File: config.mk
export PLATFORM = sky130hd
export DESIGN_NAME = video_decoder_control_regs
export DESIGN_NICKNAME = d
export VERILOG_FILES = /design/src/rtl/vdec_ctrl_pkg.sv /design/src/rtl/ctrl_reg_array.sv /design/src/rtl/video_decoder_control_regs.sv
export SDC_FILE = /design/constraint.sdc
export NUM_CORES = 1
export LEC_CHECK = 0
export BUFFER_PORTS_ARGS = -buffer_cell sky130_fd_sc_hd__buf_2
export CAP_MARGIN = 10
export CORE_ASPECT_RATIO = 0.7
export CORE_UTILIZATION = 40
export CTS_BUF_LIST = sky130_fd_sc_hd__clkbuf_16
export CTS_CLUSTER_DIAMETER = 60
export DETAILED_ROUTE_END_ITERATION = 8
export HOLD_SLACK_MARGIN = 0.06
export PLACE_DENSITY = 0.65
export SYNTH_ARGS = -nofsm -noshare
export SYNTH_HDL_FRONTEND = slang
export SYNTH_HIERARCHICAL = 1
export SYNTH_SLANG_ARGS = --single-unit
File: constraint.sdc
create_clock -name clock -period 2.1 [get_ports clock]
set_clock_uncertainty 0.2 [all_clocks]
set_input_delay 0.42 -clock clock [delete_from_list [all_inputs] [get_ports clock]]
set_output_delay 0.42 -clock clock [all_outputs]
set_load 0.05 [all_outputs]
File: src/rtl/vdec_ctrl_pkg.sv
package vdec_ctrl_pkg;

    // ------------------------------------------------------------
    // register map
    // ------------------------------------------------------------
    localparam logic [7:0] ADDR_INPUT_SOURCE_SELECT  = 8'h00;
    localparam logic [7:0] ADDR_ANALOG_FRONT_END     = 8'h01;
    localparam logic [7:0] ADDR_OPERATION_MODE       = 8'h02;
    localparam logic [7:0] ADDR_MISCELLANEOUS        = 8'h03;
    localparam logic [7:0] ADDR_STANDARD_AUTOSWITCH  = 8'h04;
    localparam logic [7:0] ADDR_SOFT_RESET           = 8'h05;
    localparam logic [7:0] ADDR_CHROMA_KILL          = 8'h06;
    localparam logic [7:0] ADDR_LUMA_PROCESSING      = 8'h07;
    localparam int         REG_COUNT                 = 8;
    localparam int         REG_AW                    = 3;

    // ------------------------------------------------------------
    // reset values
    // ------------------------------------------------------------
    localparam logic [7:0] RST_INPUT_SOURCE_SELECT   = 8'h00;
    localparam logic [7:0] RST_ANALOG_FRONT_END      = 8'h15;
    localparam logic [7:0] RST_OPERATION_MODE        = 8'h00;
    localparam logic [7:0] RST_MISCELLANEOUS         = 8'h01;
    localparam logic [7:0] RST_STANDARD_AUTOSWITCH   = 8'h1c;
    localparam logic [7:0] RST_SOFT_RESET            = 8'h00;
    localparam logic [7:0] RST_CHROMA_KILL           = 8'h10;
    localparam logic [7:0] RST_LUMA_PROCESSING       = 8'h20;

    // ------------------------------------------------------------
    // writable bit masks (reserved bits read zero)
    // ------------------------------------------------------------
    localparam logic [7:0] MASK_INPUT_SOURCE_SELECT  = 8'h03;
    localparam logic [7:0] MASK_ANALOG_FRONT_END     = 8'h1f;
    localparam logic [7:0] MASK_OPERATION_MODE       = 8'h05;
    localparam logic [7:0] MASK_MISCELLANEOUS        = 8'hff;
    localparam logic [7:0] MASK_STANDARD_AUTOSWITCH  = 8'h1c;
    localparam logic [7:0] MASK_SOFT_RESET           = 8'h00;
    localparam logic [7:0] MASK_CHROMA_KILL          = 8'h7f;
    localparam logic [7:0] MASK_LUMA_PROCESSING      = 8'hff;

    // ------------------------------------------------------------
    // field positions
    // ------------------------------------------------------------
    localparam int BIT_SVIDEO_SELECT     = 0;
    localparam int BIT_CHANNEL1_SOURCE   = 1;
    localparam int POS_GAIN_CONTROL      = 0;
    localparam int POS_OFFSET_CONTROL    = 2;
    localparam int BIT_POWER_DOWN        = 0;
    localparam int BIT_SUBCARRIER_FREEZE = 2;
    localparam int BIT_CLOCK_OUT_EN      = 0;
    localparam int BIT_VBLANK_ON         = 1;
    localparam int BIT_SYNC_OUT_EN       = 2;
    localparam int BIT_PIXEL_OUT_EN      = 3;
    localparam int BIT_LOCK_STATUS_SEL   = 4;
    localparam int BIT_GP_PIN_DIR        = 5;
    localparam int BIT_GP_PIN_VALUE      = 6;
    localparam int BIT_PIN27_FUNCTION    = 7;
    localparam int BIT_PALM_ALLOW        = 2;
    localparam int BIT_PALN_ALLOW        = 3;
    localparam int BIT_NTSC443_ALLOW     = 4;
    localparam int BIT_SOFT_RESET        = 0;
    localparam int POS_KILL_THRESHOLD    = 0;
    localparam int POS_KILL_MODE         = 5;
    localparam int POS_LUMA_DELAY        = 0;
    localparam int BIT_VBLANK_BYPASS     = 4;
    localparam int BIT_RAW_HEADER_DIS    = 5;
    localparam int BIT_NO_PEDESTAL       = 6;
    localparam int BIT_LUMA_BYPASS       = 7;

    // ------------------------------------------------------------
    // field encodings
    // ------------------------------------------------------------
    typedef enum logic [1:0]
    {
        LOOP_OFF    = 2'b00,
        LOOP_AUTO   = 2'b01,
        LOOP_RSVD   = 2'b10,
        LOOP_FROZEN = 2'b11
    } loop_mode_t;

    typedef enum logic [1:0]
    {
        KILL_AUTO     = 2'b00,
        KILL_RSVD     = 2'b01,
        KILL_FORCED   = 2'b10,
        KILL_DISABLED = 2'b11
    } kill_mode_t;

    localparam logic [7:0] RAW_DUMMY_HEADER = 8'h40;

endpackage

File: src/rtl/ctrl_reg_array.sv
`timescale 1ns/1ns
`default_nettype none

// eight byte registers with per-register reset value and write mask
module ctrl_reg_array
    import vdec_ctrl_pkg::*;
(
    input  wire logic                         clock,
    input  wire logic                         sys_rst,
    input  wire logic                         soft_clear,
    input  wire logic                         wr_en,
    input  wire logic [vdec_ctrl_pkg::REG_AW-1:0] wr_idx,
    input  wire logic [7:0]                   wr_data,
    input  wire logic [vdec_ctrl_pkg::REG_AW-1:0] rd_idx,
    output logic      [7:0]                   rd_data,
    output logic      [8*vdec_ctrl_pkg::REG_COUNT-1:0] regs_flat
);

    function automatic logic [7:0] reset_of(input int i);
        case (i)
            0:       reset_of = RST_INPUT_SOURCE_SELECT;
            1:       reset_of = RST_ANALOG_FRONT_END;
            2:       reset_of = RST_OPERATION_MODE;
            3:       reset_of = RST_MISCELLANEOUS;
            4:       reset_of = RST_STANDARD_AUTOSWITCH;
            5:       reset_of = RST_SOFT_RESET;
            6:       reset_of = RST_CHROMA_KILL;
            default: reset_of = RST_LUMA_PROCESSING;
        endcase
    endfunction

    function automatic logic [7:0] mask_of(input int i);
        case (i)
            0:       mask_of = MASK_INPUT_SOURCE_SELECT;
            1:       mask_of = MASK_ANALOG_FRONT_END;
            2:       mask_of = MASK_OPERATION_MODE;
            3:       mask_of = MASK_MISCELLANEOUS;
            4:       mask_of = MASK_STANDARD_AUTOSWITCH;
            5:       mask_of = MASK_SOFT_RESET;
            6:       mask_of = MASK_CHROMA_KILL;
            default: mask_of = MASK_LUMA_PROCESSING;
        endcase
    endfunction

    logic [7:0] regs_q [REG_COUNT];
    logic [7:0] regs_d [REG_COUNT];
    logic [7:0] rd_data_d;

    always_comb
    begin
        for (int i = 0; i < REG_COUNT; i++)
        begin
            regs_d[i] = regs_q[i];
            if (soft_clear)
            begin
                regs_d[i] = reset_of(i);
            end
            else if (wr_en && (int'(wr_idx) == i))
            begin
                regs_d[i] = wr_data & mask_of(i);
            end
        end
        rd_data_d = regs_q[rd_idx];
    end

    always_ff @(posedge clock or posedge sys_rst)
    begin
        if (sys_rst)
        begin
            for (int i = 0; i < REG_COUNT; i++)
            begin
                regs_q[i] <= reset_of(i);
            end
            rd_data <= 8'h00;
        end
        else
        begin
            for (int i = 0; i < REG_COUNT; i++)
            begin
                regs_q[i] <= regs_d[i];
            end
            rd_data <= rd_data_d;
        end
    end

    always_comb
    begin
        for (int i = 0; i < REG_COUNT; i++)
        begin
            regs_flat[8*i +: 8] = regs_q[i];
        end
    end

endmodule // ctrl_reg_array

`default_nettype wire

File: src/rtl/video_decoder_control_regs.sv
`timescale 1ns/1ns
`default_nettype none

module video_decoder_control_regs
    import vdec_ctrl_pkg::*;
(
    input  wire logic        clock,
    input  wire logic        sys_rst,
    // byte-level side of the serial control engine
    input  wire logic        reg_wr_strobe,
    input  wire logic        reg_rd_strobe,
    input  wire logic [7:0]  reg_subaddr,
    input  wire logic [7:0]  reg_wr_data,
    output logic      [7:0]  reg_rd_data,
    output logic             reg_rd_valid,
    // strap and vbi-side enable
    input  wire logic        active_video_indicator_strap,
    input  wire logic        vbi_output_enable,
    input  wire logic        vbi_enable_programmed,
    // status from the datapath
    input  wire logic        horizontal_lock_flag,
    input  wire logic        vertical_lock_flag,
    input  wire logic        pal_standard_indicator,
    input  wire logic        field_identifier,
    input  wire logic        vertical_blank_output,
    input  wire logic        pal_pins_configured,
    input  wire logic        pin27_shared_enabled,
    // analog front end
    output logic             analog_input_one_b_sel,
    output logic             svideo_mode,
    output logic [1:0]       offset_loop_mode,
    output logic [1:0]       gain_loop_mode,
    output logic             subcarrier_loop_freeze,
    output logic             power_down,
    // pins
    output logic             pin27_function_select,
    input  wire logic        general_purpose_pin_in,
    output logic             general_purpose_pin_out,
    output logic             general_purpose_pin_oe,
    output logic             general_purpose_pin_value,
    output logic             lock_status_select,
    output logic             pin24_status_out,
    output logic             pin23_status_out,
    output logic             pixel_output_enable,
    output logic             sync_output_enable,
    output logic             vertical_blank_enable,
    output logic             sample_clock_enable,
    // standard detection
    output logic             ntsc443_autoswitch_allow,
    output logic             paln_autoswitch_allow,
    output logic             palm_autoswitch_allow,
    output logic             soft_reset_pulse,
    // chroma and luma processing
    output logic [1:0]       chroma_kill_mode,
    output logic [4:0]       chroma_kill_threshold,
    output logic             luma_raw_bypass,
    output logic             pedestal_absent,
    output logic             raw_header_disable,
    output logic [7:0]       raw_header_byte,
    output logic             vblank_luma_bypass,
    output logic [3:0]       luma_delay
);

    // ------------------------------------------------------------
    // address decode
    // ------------------------------------------------------------
    function automatic logic addr_mapped(input logic [7:0] a);
        addr_mapped = (a < 8'(REG_COUNT));
    endfunction

    logic                      wr_hit;
    logic [REG_AW-1:0]         idx;
    logic [7:0]                arr_rd;
    logic [8*REG_COUNT-1:0]    regs_flat;
    logic                      soft_clear_q;
    logic                      soft_clear_d;

    assign idx    = reg_subaddr[REG_AW-1:0];
    // reserved addresses are not written; reserved bits are masked off
    assign wr_hit = reg_wr_strobe && addr_mapped(reg_subaddr);

    ctrl_reg_array u_regs
    (
        .clock      (clock),
        .sys_rst    (sys_rst),
        .soft_clear (soft_clear_q),
        .wr_en      (wr_hit),
        .wr_idx     (idx),
        .wr_data    (reg_wr_data),
        .rd_idx     (idx),
        .rd_data    (arr_rd),
        .regs_flat  (regs_flat)
    );

    logic [7:0] r_in;
    logic [7:0] r_afe;
    logic [7:0] r_op;
    logic [7:0] r_misc;
    logic [7:0] r_mask;
    logic [7:0] r_kill;
    logic [7:0] r_luma;

    assign r_in   = regs_flat[8*0 +: 8];
    assign r_afe  = regs_flat[8*1 +: 8];
    assign r_op   = regs_flat[8*2 +: 8];
    assign r_misc = regs_flat[8*3 +: 8];
    assign r_mask = regs_flat[8*4 +: 8];
    assign r_kill = regs_flat[8*6 +: 8];
    assign r_luma = regs_flat[8*7 +: 8];

    // ------------------------------------------------------------
    // strap synchroniser and soft reset
    // ------------------------------------------------------------
    logic [2:0] strap_sync_q;
    logic [2:0] strap_sync_d;
    logic       strap_level_q;
    logic       strap_level_d;
    logic       strap_taken_q;
    logic       strap_taken_d;
    logic [2:0] strap_fill_q;
    logic [2:0] strap_fill_d;
    logic [2:0] gp_sync_q;
    logic [2:0] gp_sync_d;
    logic       gp_level_q;
    logic       gp_level_d;
    logic       misc_programmed_q;
    logic       misc_programmed_d;
    logic       rd_pending_q;
    logic       rd_pending_d;
    logic       rd_ok_q;
    logic       rd_ok_d;

    always_comb
    begin
        strap_sync_d  = {strap_sync_q[1:0], active_video_indicator_strap};
        strap_fill_d  = {strap_fill_q[1:0], 1'b1};
        gp_sync_d     = {gp_sync_q[1:0], general_purpose_pin_in};
        gp_level_d    = (gp_sync_q[1] == gp_sync_q[2]) ? gp_sync_q[2] : gp_level_q;
        strap_level_d = strap_level_q;
        strap_taken_d = strap_taken_q;
        // strap caught once the chain holds real samples and they agree
        if (!strap_taken_q && strap_fill_q[2] && (strap_sync_q[1] == strap_sync_q[2]))
        begin
            strap_level_d = strap_sync_q[2];
            strap_taken_d = 1'b1;
        end
        misc_programmed_d = misc_programmed_q;
        if (soft_clear_q)
        begin
            misc_programmed_d = 1'b0;
        end
        if (wr_hit && (reg_subaddr == ADDR_MISCELLANEOUS))
        begin
            misc_programmed_d = 1'b1;
        end
        // writing 1 to the reset bit clears the bank next cycle
        soft_clear_d = wr_hit && (reg_subaddr == ADDR_SOFT_RESET)
                       && reg_wr_data[BIT_SOFT_RESET];
        rd_pending_d = reg_rd_strobe;
        rd_ok_d      = addr_mapped(reg_subaddr);
    end

    always_ff @(posedge clock or posedge sys_rst)
    begin
        if (sys_rst)
        begin
            strap_sync_q      <= 3'b000;
            strap_fill_q      <= 3'b000;
            gp_sync_q         <= 3'b000;
            gp_level_q        <= 1'b0;
            strap_level_q     <= 1'b0;
            strap_taken_q     <= 1'b0;
            misc_programmed_q <= 1'b0;
            soft_clear_q      <= 1'b0;
            rd_pending_q      <= 1'b0;
            rd_ok_q           <= 1'b0;
        end
        else
        begin
            strap_sync_q      <= strap_sync_d;
            strap_fill_q      <= strap_fill_d;
            gp_sync_q         <= gp_sync_d;
            gp_level_q        <= gp_level_d;
            strap_level_q     <= strap_level_d;
            strap_taken_q     <= strap_taken_d;
            misc_programmed_q <= misc_programmed_d;
            soft_clear_q      <= soft_clear_d;
            rd_pending_q      <= rd_pending_d;
            rd_ok_q           <= rd_ok_d;
        end
    end

    // ------------------------------------------------------------
    // decoded controls
    // ------------------------------------------------------------
    typedef struct packed
    {
        logic       in_b;
        logic       svid;
        logic [1:0] offs;
        logic [1:0] gain;
        logic       freeze;
        logic       pdown;
        logic       p27;
        logic       gp_out;
        logic       gp_oe;
        logic       gp_val;
        logic       lock_sel;
        logic       p24;
        logic       p23;
        logic       pix_oe;
        logic       sync_oe;
        logic       vblank_en;
        logic       sclk_en;
        logic       n443;
        logic       paln;
        logic       palm;
        logic [1:0] kmode;
        logic [4:0] kthr;
        logic       lbyp;
        logic       noped;
        logic       hdr_dis;
        logic [7:0] hdr;
        logic       vbyp;
        logic [3:0] ldly;
        logic [7:0] rdata;
        logic       rvalid;
    } outs_t;

    outs_t o_q;
    outs_t o_d;

    always_comb
    begin
        o_d = o_q;
        // s-video takes luma on 1A, so the 1B select is forced off
        o_d.svid   = r_in[BIT_SVIDEO_SELECT];
        o_d.in_b   = r_in[BIT_CHANNEL1_SOURCE]
                     && !r_in[BIT_SVIDEO_SELECT];
        o_d.offs   = r_afe[POS_OFFSET_CONTROL +: 2];
        o_d.gain   = r_afe[POS_GAIN_CONTROL +: 2];
        o_d.freeze = r_op[BIT_SUBCARRIER_FREEZE];
        o_d.pdown  = r_op[BIT_POWER_DOWN];
        o_d.p27    = r_misc[BIT_PIN27_FUNCTION];
        o_d.gp_oe  = r_misc[BIT_GP_PIN_DIR]
                     && pin27_shared_enabled
                     && !r_misc[BIT_PIN27_FUNCTION];
        o_d.gp_out = r_misc[BIT_GP_PIN_VALUE];
        o_d.gp_val = r_misc[BIT_GP_PIN_DIR] ? r_misc[BIT_GP_PIN_VALUE]
                                            : gp_level_q;
        o_d.lock_sel = r_misc[BIT_LOCK_STATUS_SEL];
        if (r_misc[BIT_LOCK_STATUS_SEL] && pal_pins_configured)
        begin
            o_d.p24 = horizontal_lock_flag;
            o_d.p23 = vertical_lock_flag;
        end
        else
        begin
            o_d.p24 = pal_standard_indicator;
            o_d.p23 = field_identifier;
        end
        if (misc_programmed_q && vbi_enable_programmed)
        begin
            o_d.pix_oe = r_misc[BIT_PIXEL_OUT_EN]
                         && vbi_output_enable;
        end
        else
        begin
            o_d.pix_oe = strap_level_q;
        end
        o_d.sync_oe = r_misc[BIT_SYNC_OUT_EN];
        o_d.vblank_en = r_misc[BIT_VBLANK_ON] && vertical_blank_output;
        o_d.sclk_en = r_misc[BIT_CLOCK_OUT_EN];
        o_d.n443    = r_mask[BIT_NTSC443_ALLOW];
        o_d.paln    = r_mask[BIT_PALN_ALLOW];
        o_d.palm    = r_mask[BIT_PALM_ALLOW];
        o_d.kmode   = r_kill[POS_KILL_MODE +: 2];
        o_d.kthr    = r_kill[POS_KILL_THRESHOLD +: 5];
        o_d.lbyp    = r_luma[BIT_LUMA_BYPASS];
        o_d.noped   = r_luma[BIT_NO_PEDESTAL];
        o_d.hdr_dis = r_luma[BIT_RAW_HEADER_DIS];
        o_d.hdr     = r_luma[BIT_RAW_HEADER_DIS] ? RAW_DUMMY_HEADER
                                                 : 8'h00;
        o_d.vbyp    = r_luma[BIT_VBLANK_BYPASS];
        o_d.ldly    = r_luma[POS_LUMA_DELAY +: 4];
        o_d.rvalid  = rd_pending_q;
        o_d.rdata   = (rd_pending_q && rd_ok_q) ? arr_rd : 8'h00;
    end

    always_ff @(posedge clock or posedge sys_rst)
    begin
        if (sys_rst)
        begin
            o_q         <= '0;
        end
        else
        begin
            o_q <= o_d;
        end
    end

    // ------------------------------------------------------------
    // outputs
    // ------------------------------------------------------------
    assign analog_input_one_b_sel   = o_q.in_b;
    assign svideo_mode              = o_q.svid;
    assign offset_loop_mode         = o_q.offs;
    assign gain_loop_mode           = o_q.gain;
    assign subcarrier_loop_freeze   = o_q.freeze;
    assign power_down               = o_q.pdown;
    assign pin27_function_select    = o_q.p27;
    assign general_purpose_pin_out  = o_q.gp_out;
    assign general_purpose_pin_oe   = o_q.gp_oe;
    assign general_purpose_pin_value = o_q.gp_val;
    assign lock_status_select       = o_q.lock_sel;
    assign pin24_status_out         = o_q.p24;
    assign pin23_status_out         = o_q.p23;
    assign pixel_output_enable      = o_q.pix_oe;
    assign sync_output_enable       = o_q.sync_oe;
    assign vertical_blank_enable    = o_q.vblank_en;
    assign sample_clock_enable      = o_q.sclk_en;
    assign ntsc443_autoswitch_allow = o_q.n443;
    assign paln_autoswitch_allow    = o_q.paln;
    assign palm_autoswitch_allow    = o_q.palm;
    assign soft_reset_pulse         = soft_clear_q;
    assign chroma_kill_mode         = o_q.kmode;
    assign chroma_kill_threshold    = o_q.kthr;
    assign luma_raw_bypass          = o_q.lbyp;
    assign pedestal_absent          = o_q.noped;
    assign raw_header_disable       = o_q.hdr_dis;
    assign raw_header_byte          = o_q.hdr;
    assign vblank_luma_bypass       = o_q.vbyp;
    assign luma_delay               = o_q.ldly;
    assign reg_rd_data              = o_q.rdata;
    assign reg_rd_valid             = o_q.rvalid;

endmodule // video_decoder_control_regs

`default_nettype wire

==> results.txt <==
- Adding up every negative setup slack in the final design gives 0 ps.
- In this design, the stage delay of the slowest critical-path cell is 450 ps.
- Residual antenna-violating net count after detailed routing: 0
* Core Util, Final: 0.527
- Detailed Place HPWL: 5560 um
- The die is 84.9 um tall.
- Slowest stage cell on the critical path: sky130_fd_sc_hd__and4bb_1
* Number of antenna violations at the first check in global routing: 0
- Of the cells placed in the final design, the portion with a size suffix greater than 1 is 0.342.
- Worst-case reg-to-reg path depth: 3
- The initial utilization of the core area, before any placement, comes to 0.422.
* Proportion of power drawn by the clock network: 0.416
* Combinational share of power: 0.101
* Initial DRT Pass Iterations: 4
- Remaining max-slew budget at the tightest pin: 0.632
* Fillcell total: 844
- Psw: 0.00110 W
- Nature of the critical path endpoint: register
* Clock latency of the later-clocked register in the worst-skew pair: 350 ps
- Entering global routing, the biggest net connects 63 pins.
- Count of final hold-check violations: 0
- Critical path launch point: reg_subaddr[7]
- Die W: 120 um
- At the end of routability-driven placement, the weighted congestion stood at 0.794.
- Count of nets after finishing: 433
* Via count of the first global-routing pass: 2503
- The worst register-to-register path begins at u_regs/regs_flat[58]$_DFFE_PP0P_.
- Hold is met by 77.7 ps.
* Maximum clock insertion buffer count: 2
- CTS tree: built
- The critical path ends at u_regs/regs_flat[12]$_DFFE_PP1P_.
- The core region is 9290 um2.
- Flop pwr share: 0.483
- Number of slew-limit violations in the final report: 0
* Reported leakage power: 2.60 nW
- Final std cell area, no fill: 4900 um2
- The min-delay analysis places its worst path in the category in2reg.
- Capture instance of the worst register-to-register path: u_regs/rd_data[2]$_DFF_PP0_
- After clock tree synthesis, the clock-pin slew on the worst setup and hold paths is 70 ps.
- Number of setup buffers added after CTS: 0
- Antenna diode instance count: 0
* Sum of internal, switching and leakage power: 0.00453 W
- For this run, the number of Yosys warnings is 6.
- The tree is rooted in a sky130_fd_sc_hd__clkbuf_16.
- FMAX: 0.556 GHz
- Synth Instances: 307
* Port bufs: 78
* Number of top-level pins: 86
* Total global routing track utilization: 0.172
- After detailed routing, the number of vias per cell comes to 4.79.
- The clock tree synthesis step divided the H-tree into 3 levels.
* First-pass GRT wire length: 13100 um
- Setup repair after global routing left no endpoint under its margin.
- Synth-to-layout area growth: 24.8%
* WL per Instance: 15.4 um
* Worst endpoint data arrival time: 1880 ps
* Initial drt markers: 113
- Leaving out fill and tap cells, the most frequent cells in the layout are 96 x sky130_fd_sc_hd__dfrtp_1, 78 x sky130_fd_sc_hd__buf_2, 45 x sky130_fd_sc_hd__nand2_1.
- Number of max-cap violations: 0
* Total DRC errors in the routed layout: 0
* Leading cell type in the layout, fill and taps excluded: sky130_fd_sc_hd__dfrtp_1
- The clock drives 105 sinks.
- The number of gates resized after CTS was 0.
- Required time reported for the critical path endpoint: 2180 ps
- STA classifies the critical path startpoint as a primary input.
- In the finished design, the share of the clock period the worst path needs comes to 0.857.
- The flow ran to the end, and the final reports show no timing, DRC or antenna violations.
* Power Internal: 0.00343 W
- Remaining Overflow, GRT: 0
- Across all register-to-register paths, the minimum setup slack is 590 ps.
- The die covers 10200 um2.
- Once placement finished, the instance area stood at 4500 um2.
- Hold Path Origin: vertical_blank_output
- Mapped Area: 3920 um2
- Largest fanout on the critical path: 8
- Worst path cell trace: buf_2, nor3_2, and3_1, and4bb_1, nor2b_1, a211o_1
* Final-report setup violation count: 0
* Number of hold buffers added after cts: 5
- For the pin with the worst max-slew slack, the measured transition is 552 ps.
* Number of buffers created by CTS: 9
* Via count: 2542
* Post-synthesis area per instance: 12.8 um2
* VDD IR-drop max: 0.654 mV
- Power density over cell area: 926 nW/um2
* Final wirelength: 8160 um
* Minimum clock period after layout: 1800 ps
- Of the total power, the share spent switching nets is 0.243.
* Floorplan row count: 29
* Worst setup path category: in2reg
==> power groups by stage <==
stage / combinational [W] / sequential [W] / clock, W
6_report: 0.000459 / 0.00219 / 0.00188
5_1_grt: 0.000491 / 0.00220 / 0.00199
4_1_cts: 0.000464 / 0.00219 / 0.00194
3_5_place_dp: 0.000456 / 0.00223 / 0
3_3_place_gp: 0.000449 / 0.00222 / 0
2_1_floorplan: 0.000188 / 0.00235 / 0
==> critical path, delay by kind of cell <==
kind / cells / cell delay [ps]
AOI/OAI and AO/OA: 1 / 280
buffers and inverters: 1 / 100
and+or+nand+nor: 4 / 1080
==> routing by layer <==
metal	routed length (um)	up-vias	track usage
met3	527	12	0.0571
li1	-	1209	-
met2	3590	79	0.237
met1	3940	1242	0.257
met5	0	-	0
met4	106	0	0.0539
==> per-stage QoR <==
stage | setup slack [ps] | std cells
final | 301 | 531
after global routing | 248 | 531
after CTS | 332 | 531
after detailed placement | -19.3 | 510
after global placement | 73.3 | 510
after floorplan | 278 | 313
==> cell type report <==
type	count	area (um2)	share of cell area
clock inverter	7	119	0.0243
multi-input combinational	178	1140	0.232
tap	124	155	0.0317
sequential	105	2640	0.539
timing repair buffer	102	596	0.122
inverter	6	26.3	0.00537
clock buffer	9	225	0.0460
==> worst min-delay path by stage <==
stage	to	slack, ps	depth (start not counted)
after floorplan	gp_sync_q[1]$_DFF_PP0_	130	0
after global placement	strap_fill_q[1]$_DFF_PP0_	130	0
after detailed placement	strap_fill_q[1]$_DFF_PP0_	130	0
after CTS	vertical_blank_enable$_DFF_PP0_	60	2
after global routing	vertical_blank_enable$_DFF_PP0_	100	2
final	vertical_blank_enable$_DFF_PP0_	80	2
==> flip-flops by register name, summed over array words and instances (netlist names), 2 cells and up <==
| signal | flops |
|---|---|
| chroma_kill_mode | 2 |
| chroma_kill_threshold | 5 |
| gain_loop_mode | 2 |
| gp_sync_q | 3 |
| luma_delay | 4 |
| offset_loop_mode | 2 |
| reg_rd_data | 8 |
| strap_fill_q | 3 |
| strap_sync_q | 3 |
| u_regs/rd_data | 8 |
| u_regs/regs_flat | 35 |
Note: power is estimated with default switching activity, not from simulation.
